`src/rtl/mode_lock_pkg.sv`:
```
// Package of mode encodings, commands and the command frame width for the mode lock controller.
package mode_lock_pkg;

  // Lifecycle mode as stored in the configuration byte.
  localparam logic [7:0] CFG_OPEN_CODE        = 8'h5A;
  localparam logic [7:0] CFG_LOCKED_CODE      = 8'hA5;
  localparam logic [7:0] CFG_FAILED_CODE      = 8'h3C;
  localparam logic [7:0] CFG_FACTORY_CODE     = 8'hFF;
  localparam logic [7:0] CFG_DELIVERED_VALUE  = CFG_OPEN_CODE;

  // Monitor link command codes.
  localparam logic [3:0] CMD_NONE       = 4'h0;
  localparam logic [3:0] CMD_BREAK      = 4'h1;
  localparam logic [3:0] CMD_RESUME     = 4'h2;
  localparam logic [3:0] CMD_PROG_WRITE = 4'h3;
  localparam logic [3:0] CMD_PROG_READ  = 4'h4;
  localparam logic [3:0] CMD_LOCK       = 4'h5;
  localparam logic [3:0] CMD_UNLOCK     = 4'h6;
  localparam logic [3:0] CMD_TO_OPEN    = 4'h7;

  // Width of a command frame on the monitor serial data line.
  localparam int unsigned CMD_FRAME_BITS = 4;

  typedef enum logic [1:0]
  {
    MODE_OPEN,
    MODE_LOCKED,
    MODE_FAILED_UNLOCK,
    MODE_FACTORY_TEST
  } dev_mode_type;

endpackage

```
`src/rtl/monitor_cmd_rx.sv`:
```
// Serial command receiver for the two-wire monitor link.
`timescale 1ns/1ps
`default_nettype none

module monitor_cmd_rx
  import mode_lock_pkg::*;
#(
  parameter int unsigned FRAME_BITS = CMD_FRAME_BITS
)
(
  // Clock and reset
  input  wire logic                  clk_i,
  input  wire logic                  reset_i,
  // Monitor link pins
  input  wire logic                  monitor_serial_clock_i,
  input  wire logic                  monitor_serial_data_i,
  // Decoded command
  output logic                       cmd_valid_o,
  output logic [FRAME_BITS-1:0]      cmd_code_o
);

  logic [1:0]            sck_sync_ff;
  logic [1:0]            sda_sync_ff;
  logic                  sck_prev_ff;
  logic [FRAME_BITS-1:0] shift_ff;
  logic [$clog2(FRAME_BITS+1)-1:0] count_ff;
  logic                  valid_ff;
  logic [FRAME_BITS-1:0] code_ff;

  wire sck_rise   = sck_sync_ff[1] & ~sck_prev_ff;
  wire frame_done = sck_rise && (count_ff == ($clog2(FRAME_BITS+1))'(FRAME_BITS - 1));
  wire [FRAME_BITS-1:0] nxt_shift = {shift_ff[FRAME_BITS-2:0], sda_sync_ff[1]};

  // Both pins pass two flip-flops; bits are taken MSB first on rising clock edges.
  always_ff @(posedge clk_i or posedge reset_i)
  begin
    if (reset_i)
    begin
      sck_sync_ff <= '0;
      sda_sync_ff <= '0;
      sck_prev_ff <= 1'b0;
      shift_ff    <= '0;
      count_ff    <= '0;
      valid_ff    <= 1'b0;
      code_ff     <= '0;
    end
    else
    begin
      sck_sync_ff <= {sck_sync_ff[0], monitor_serial_clock_i};
      sda_sync_ff <= {sda_sync_ff[0], monitor_serial_data_i};
      sck_prev_ff <= sck_sync_ff[1];
      valid_ff    <= frame_done;
      if (sck_rise)
      begin
        shift_ff <= nxt_shift;
        count_ff <= frame_done ? '0 : count_ff + 1'b1;
      end
      if (frame_done)
      begin
        code_ff <= nxt_shift;
      end
    end
  end

  assign cmd_valid_o = valid_ff;
  assign cmd_code_o  = code_ff;

endmodule // monitor_cmd_rx

`default_nettype wire

```
`src/rtl/device_mode_lock_control.sv`:
```
// Lifecycle mode controller gating debug, program memory access and software break.
//
// Behaviour
// - Mode decoded from stored configuration byte.
// - Config byte changes only via monitor command.
// - Delivered configuration encodes open mode.
// - Open mode allows full command set.
// - Open mode break command halts application.
// - Halt holds until resume, reset or exit from open mode.
// - Locked mode blocks access and debug.
// - Unlock erases memory, then enters open.
// - Failed erase leaves device failed_unlock_mode.
// - Failed_unlock_mode mode held during erase sequence.
// - Failed_unlock_mode accepts a new unlock command to retry.
// - Factory test mode never re-entered.
`timescale 1ns/1ps
`default_nettype none

module device_mode_lock_control
  import mode_lock_pkg::*;
(
  // Clock and reset
  input  wire logic                      clk_i,
  input  wire logic                      reset_i,
  // Monitor link pins
  input  wire logic                      monitor_serial_clock_i,
  input  wire logic                      monitor_serial_data_i,
  // Non-volatile configuration byte
  input  wire logic [7:0]                cfg_byte_i,
  input  wire logic                      cfg_valid_i,
  output logic                           cfg_write_o,
  output logic [7:0]                     cfg_wdata_o,
  // User (application) write attempt to the configuration byte
  input  wire logic                      user_cfg_write_i,
  // Program memory erase engine
  output logic                           erase_start_o,
  input  wire logic                      erase_done_i,
  input  wire logic                      erase_ok_i,
  // Status and gates
  output mode_lock_pkg::dev_mode_type    mode_o,
  output logic                           debug_enable_o,
  output logic                           prog_read_allow_o,
  output logic                           prog_write_allow_o,
  output logic                           cpu_halt_o,
  output logic                           user_write_refused_o,
  output logic                           cmd_prog_write_o,
  output logic                           cmd_prog_read_o
);

  import mode_lock_pkg::*;

  typedef enum logic [1:0]
  {
    SEQ_IDLE,
    SEQ_MARK,
    SEQ_ERASE,
    SEQ_COMMIT
  } seq_state_type;

  ////////////////////////////////////////////////////////////////////////////

  logic                  cmd_valid;
  logic [CMD_FRAME_BITS-1:0] cmd_code;

  monitor_cmd_rx #(
    .FRAME_BITS (CMD_FRAME_BITS)
  ) u_cmd_rx (
    .clk_i                  (clk_i),
    .reset_i                (reset_i),
    .monitor_serial_clock_i (monitor_serial_clock_i),
    .monitor_serial_data_i  (monitor_serial_data_i),
    .cmd_valid_o            (cmd_valid),
    .cmd_code_o             (cmd_code)
  );

  ////////////////////////////////////////////////////////////////////////////

  seq_state_type state_ff;
  logic          halt_ff;
  logic          cfg_write_ff;
  logic [7:0]    cfg_wdata_ff;
  logic          erase_start_ff;
  logic          refused_ff;
  logic          pwrite_ff;
  logic          pread_ff;

  dev_mode_type  stored_mode;

  // Stored byte decoded to a mode; anything unknown reads as locked.
  always_comb
  begin
    case (cfg_byte_i)
      CFG_OPEN_CODE:    stored_mode = MODE_OPEN;
      CFG_FAILED_CODE:  stored_mode = MODE_FAILED_UNLOCK;
      CFG_FACTORY_CODE: stored_mode = MODE_FACTORY_TEST;
      default:          stored_mode = MODE_LOCKED;
    endcase
  end

  // Until the byte is loaded the device stays closed.
  wire dev_mode_type cur_mode = cfg_valid_i ? stored_mode : MODE_LOCKED;

  wire is_open    = (cur_mode == MODE_OPEN);
  wire is_factory = (cur_mode == MODE_FACTORY_TEST);
  wire is_locked  = (cur_mode == MODE_LOCKED);
  wire is_failed  = (cur_mode == MODE_FAILED_UNLOCK);
  wire debug_ok   = (is_open || is_factory) && (state_ff == SEQ_IDLE);

  wire cmd_break   = cmd_valid && (cmd_code == CMD_BREAK) && is_open;
  wire cmd_resume  = cmd_valid && (cmd_code == CMD_RESUME);
  wire cmd_lock    = cmd_valid && (cmd_code == CMD_LOCK) && debug_ok;
  wire cmd_to_open = cmd_valid && (cmd_code == CMD_TO_OPEN) && is_factory
                     && (state_ff == SEQ_IDLE);
  wire cmd_unlock  = cmd_valid && (cmd_code == CMD_UNLOCK) && (is_locked || is_failed)
                     && (state_ff == SEQ_IDLE);

  // Leaving factory test writes the open code, or the locked code on a lock command, and no path writes the factory code back.
  wire       idle_write = cmd_lock || cmd_to_open;
  wire [7:0] idle_wdata = cmd_lock ? CFG_LOCKED_CODE : CFG_OPEN_CODE;

  // Erase sequence: mark failed_unlock_mode, erase, then commit open only on success.
  always_ff @(posedge clk_i or posedge reset_i)
  begin
    if (reset_i)
    begin
      state_ff       <= SEQ_IDLE;
      cfg_write_ff   <= 1'b0;
      cfg_wdata_ff   <= CFG_DELIVERED_VALUE;
      erase_start_ff <= 1'b0;
    end
    else
    begin
      cfg_write_ff   <= 1'b0;
      erase_start_ff <= 1'b0;
      case (state_ff)
        SEQ_IDLE:
        begin
          if (cmd_unlock)
          begin
            state_ff     <= SEQ_MARK;
            cfg_write_ff <= 1'b1;
            cfg_wdata_ff <= CFG_FAILED_CODE;
          end
          else if (idle_write)
          begin
            cfg_write_ff <= 1'b1;
            cfg_wdata_ff <= idle_wdata;
          end
        end
        SEQ_MARK:
        begin
          state_ff       <= SEQ_ERASE;
          erase_start_ff <= 1'b1;
        end
        SEQ_ERASE:
        begin
          if (erase_done_i)
          begin
            if (erase_ok_i)
            begin
              state_ff     <= SEQ_COMMIT;
              cfg_write_ff <= 1'b1;
              cfg_wdata_ff <= CFG_OPEN_CODE;
            end
            else
            begin
              state_ff <= SEQ_IDLE;
            end
          end
        end
        SEQ_COMMIT:
        begin
          state_ff <= SEQ_IDLE;
        end
        default:
        begin
          state_ff <= SEQ_IDLE;
        end
      endcase
    end
  end

  // Software break holds until resume or reset; leaving open mode also frees it.
  always_ff @(posedge clk_i or posedge reset_i)
  begin
    if (reset_i)
    begin
      halt_ff <= 1'b0;
    end
    else if (cmd_break)
    begin
      halt_ff <= 1'b1;
    end
    else if (cmd_resume || !is_open)
    begin
      halt_ff <= 1'b0;
    end
  end

  // User writes are refused and reported; program commands pass only in open or factory test mode with the sequencer idle.
  always_ff @(posedge clk_i or posedge reset_i)
  begin
    if (reset_i)
    begin
      refused_ff <= 1'b0;
      pwrite_ff  <= 1'b0;
      pread_ff   <= 1'b0;
    end
    else
    begin
      refused_ff <= user_cfg_write_i;
      pwrite_ff  <= cmd_valid && (cmd_code == CMD_PROG_WRITE) && debug_ok;
      pread_ff   <= cmd_valid && (cmd_code == CMD_PROG_READ) && debug_ok;
    end
  end

  ////////////////////////////////////////////////////////////////////////////

  assign mode_o               = cur_mode;
  assign debug_enable_o       = debug_ok;
  assign prog_read_allow_o    = debug_ok;
  assign prog_write_allow_o   = debug_ok;
  assign cpu_halt_o           = halt_ff;
  assign cfg_write_o          = cfg_write_ff;
  assign cfg_wdata_o          = cfg_wdata_ff;
  assign erase_start_o        = erase_start_ff;
  assign user_write_refused_o = refused_ff;
  assign cmd_prog_write_o     = pwrite_ff;
  assign cmd_prog_read_o      = pread_ff;

endmodule // device_mode_lock_control

`default_nettype wire

```
`config.mk`:
```
export PLATFORM = sky130hd
export DESIGN_NAME = device_mode_lock_control
export DESIGN_NICKNAME = d
export VERILOG_FILES = /design/src/rtl/mode_lock_pkg.sv /design/src/rtl/monitor_cmd_rx.sv /design/src/rtl/device_mode_lock_control.sv
export SDC_FILE = /design/constraint.sdc
export NUM_CORES = 1
export LEC_CHECK = 0
export ABC_CLOCK_PERIOD_IN_PS = 1640
export BUFFER_PORTS_ARGS = -buffer_cell sky130_fd_sc_hd__buf_2
export CAP_MARGIN = 25
export CELL_PAD_IN_SITES_DETAIL_PLACEMENT = 2
export CELL_PAD_IN_SITES_GLOBAL_PLACEMENT = 2
export CORE_UTILIZATION = 30
export CTS_BUF_LIST = sky130_fd_sc_hd__clkbuf_8
export DETAILED_ROUTE_END_ITERATION = 7
export GPL_ROUTABILITY_DRIVEN = 0
export PLACE_DENSITY_LB_ADDON = 0.1
export SLEW_MARGIN = 20
export SYNTH_ARGS = -nofsm -noshare
export SYNTH_HDL_FRONTEND = slang
export SYNTH_SLANG_ARGS = --single-unit
```
`constraint.sdc`:
```
create_clock -name clk_i -period 1.64 [get_ports clk_i]
set_input_delay 0.246 -clock clk_i [delete_from_list [all_inputs] [get_ports clk_i]]
set_output_delay 0.246 -clock clk_i [all_outputs]
set_load 0.01 [all_outputs]
```
==> summary.txt <==
Timing
  • Final setup vio count: 9
  • Final worst slack: -0.337 ns
  • RSZ-0062 raised after global routing: true
  • Slew at the pin closest to its max-slew limit: roughly 0.35 ns
  • Slew Viols, Final: 0
  • Maximum clock rate: slightly above 0.5 GHz
  • Worst Skew: approximately 0.0043 ns
  • Period utilisation layout: 1.21
  • Final Hold Fails: 0
  • Min cycle time layout: 1.98 ns
  • Relative slew slack: 0.767

Routing
  • Antenna Nets Post-Route: 0
  • Met1 Wirelength: about 1.2 mm
  • Vias: roughly 940
  • Met2 Wirelength: 1.65 mm
  • DR WL/cell: ~15 um
  • DR top layer: met4
  • WL final: just under 3 mm
  • Initial drt markers: 17
  • 1st-pass router iterations: 4
  • WL met3: approximately 73 um
  • Residual DRC count: 0
  • Vias per inst: around 4.8

Synth
  • Netlist cell types: 34
  • Largest cells by area after synthesis: dfrtp_1, mux2_2, dfstp_2
  • Ys async rst share: 1.00
  • Post-Syn Area: 0.00122 mm2
  • Post-Synthesis Net Count: 120
  • Post-synthesis sequential area ratio: 0.578
  • Ys Warns: 0
  • Main synth FF type: dfrtp_1
  • Syn_area_per_cell: around 12 um2
  • Top cell type's share of synthesized area: 0.535
  • Number of flops mapped to enable cells by yosys: 0
  • Yosys top cell by area: dfrtp_1
  • Synth Register Bits: 28
  • Commonest cells in the netlist: dfrtp_1, mux2_2, nand2_1
  • Syn Inst Count: between 100 and 150
  • Count leader, synth: dfrtp_1

Hold path
  • Hold Crit Class: in2async

Global route
  • Global-route wire length before repair: slightly below 5 mm
  • Total gr overflow: 0
  • Vias in the first global route: approximately 1,000
  • Initial antenna violation count: 0
  • Largest net degree at the start of global routing: 29
  • All-Layer GR Usage: 0.154

Run status
  • Violated checks: negative setup slack
  • Status: complete, but fails checks

Floorplanning
  • Die Height: around 66 um
  • Die footprint: about 0.0043 mm2
  • Initial core utilization: 0.322
  • Die Wd: 65.7 um
  • CORE AREA: 0.00377 mm2
  • Top Ports: 35
  • Row cnt: 22

Setup path
  • Critical Path End Type: primary output
  • Critical path arrival: between 1.5 and 2 ns
  • Worst Path Required: 1.39 ns
  • CP Class: in2out
  • Crit-path cells: buf_8, nor2_4, nand2_1, a211o_1, ha_4, buf_6, or3_4, inv_4, buf_2
  • CP peak stage delay: roughly 0.35 ns
  • Worst path slowest cell: or3_4
  • Startpoint Class: input port
  • CP max FO: 3

Job
  • Max Cap Violations: 0

Power and ir drop
  • Pwr Density: around 1100 mW/mm2
  • Static Leak: 0.854 nW
  • Max VDD drop: a little over 0.6 mV
  • Pwr Total: approximately 2 mW

Clocking
  • CTS sink count: 28
  • Root Buffer: clkbuf_8
  • H-tree depth: 1
  • Hold-fix buffers, CTS: 0
  • CTS tree: done
  • Max clock buf depth: 2
  • Clock transition at the registers of the reported paths: ~0.090 ns
  • Worst skew pair latency: ~0.28 ns
  • TritonCTS Buffers: 3

Placed design
  • Dpl ws: -0.436 ns
  • Post-DP HPWL: 2.00 mm
  • Port Buf Inserts: 34
  • Dpl cells: 186

Finish
  • Non-filler instance count after layout: slightly below 200
  • Area growth syn-to-layout: 46.8%
  • # diodes: 0
  • Fin nets: between 150 and 200
  • Share of layout cells above drive strength 1: 0.537
  • Fillers: 380
[report_power, final]
| part | leakage (nW) | switching [mW] | internal (mW) |
|---|---|---|---|
| Combinational | 0.467 | 0.227 | 0.253 |
| Sequential | 0.352 | 0.143 | 0.833 |
| Clock | 0.0357 | 0.217 | 0.327 |
[metrics by stage]
stage               TNS [ns]  instance area, um2   util  hold WS (ns)
global route           -2.40                1790  0.473        0.0487
CTS                    -1.23                1750  0.464        0.0223
floorplan             -0.561                1270      -         0.277
global placement       -3.10                1520  0.403         0.324
detailed placement     -3.46                1520  0.403         0.333
finish                 -1.59                1790  0.473        0.0117
[layout by cell type, fill, tap and decap left out, types with 2 or more instances in the layout]
cell type	netlist	layout
nor4_4	1	3
dfstp_2	2	2
nand2_2	1	2
nand2_1	7	6
o21ai_0	4	4
buf_4	6	11
nand2b_1	2	2
dfrtp_1	26	26
inv_1	6	5
nand3b_1	2	2
buf_8	0	3
nand3_1	3	2
clkbuf_8	0	3
mux2_2	7	7
nor2_1	5	4
nor2b_1	3	3
a21boi_0	2	2
buf_6	0	10
buf_2	2	27
[final cells by class]
type | instances | area, um2 | area share
Sequential cell | 28 | 703 | 0.394
Multi-Input combinational cell | 60 | 551 | 0.308
Timing Repair Buffer | 51 | 375 | 0.210
Tap cell | 48 | 60.1 | 0.0336
Clock buffer | 3 | 41.3 | 0.0231
Clock inverter | 1 | 30.0 | 0.0168
Inverter | 6 | 25.0 | 0.0140
[critical path, delay by kind of cell]
family,cells,cell delay [ns]
buffers and inverters,4,0.40
AND/OR/NAND/NOR,3,0.55
adder cells (fa/ha/maj),1,0.23
AO/OA/AOI/OAI,1,0.30
[per-layer routing]
metal / vias to the layer above / track usage
met4: 0 / 0.0408
met3: 2 / 0.0260
met5: - / 0
met1: 473 / 0.183
met2: 15 / 0.282
li1: 446 / -
[kinds of logic after synthesis]
logic type / after synthesis / synth area share
and+or+nand+nor: 36 / 0.177
AOI/OAI and AO/OA: 14 / 0.0874
muxes: 8 / 0.0730
DFF: 28 / 0.578
adders and majority gates: 2 / 0.0206
buffers and inverters: 14 / 0.0638
[registers in the layout, indices dropped and copies added (netlist names)]
register,flops
u_cmd_rx.cmd_code_o,4
u_cmd_rx.sda_sync_ff,2
cpu_halt_o,1
cmd_prog_read_o,1
cfg_wdata_o,4
u_cmd_rx.sck_sync_ff,2
u_cmd_rx.cmd_valid_o,1
state_ff,2
u_cmd_rx.count_ff,3
cfg_write_o,1
u_cmd_rx.sck_prev_ff,1
erase_start_o,1
u_cmd_rx.shift_ff,3
user_write_refused_o,1
cmd_prog_write_o,1
[final timing paths]
path / slack (ns) / endpoint / from / cells after the start
setup / recovery: -0.34 / debug_enable_o / cfg_byte_i[6] / 9
hold / removal: 0.01 / u_cmd_rx.sck_sync_ff[0] / reset_i / 3
setup reg to reg: 0.09 / cfg_wdata_o[0] / u_cmd_rx.cmd_code_o[1] / 5
hold reg to reg: 0.36 / u_cmd_rx.sda_sync_ff[1] / u_cmd_rx.sda_sync_ff[0] / 0
max in group asynchronous: 1.32 / cfg_wdata_o[6] / reset_i / 3
min in group clk_i: 0.07 / u_cmd_rx.sda_sync_ff[0] / monitor_serial_data_i / 1
[timing repair]
action / 4_1_cts / 5_1_grt
resized for setup: 26 / 6
setup buffers: 9 / 4
setup endpoints to repair: 7 / 10
pin swaps: 9 / 5
Note: power is estimated with default switching activity, not from simulation.
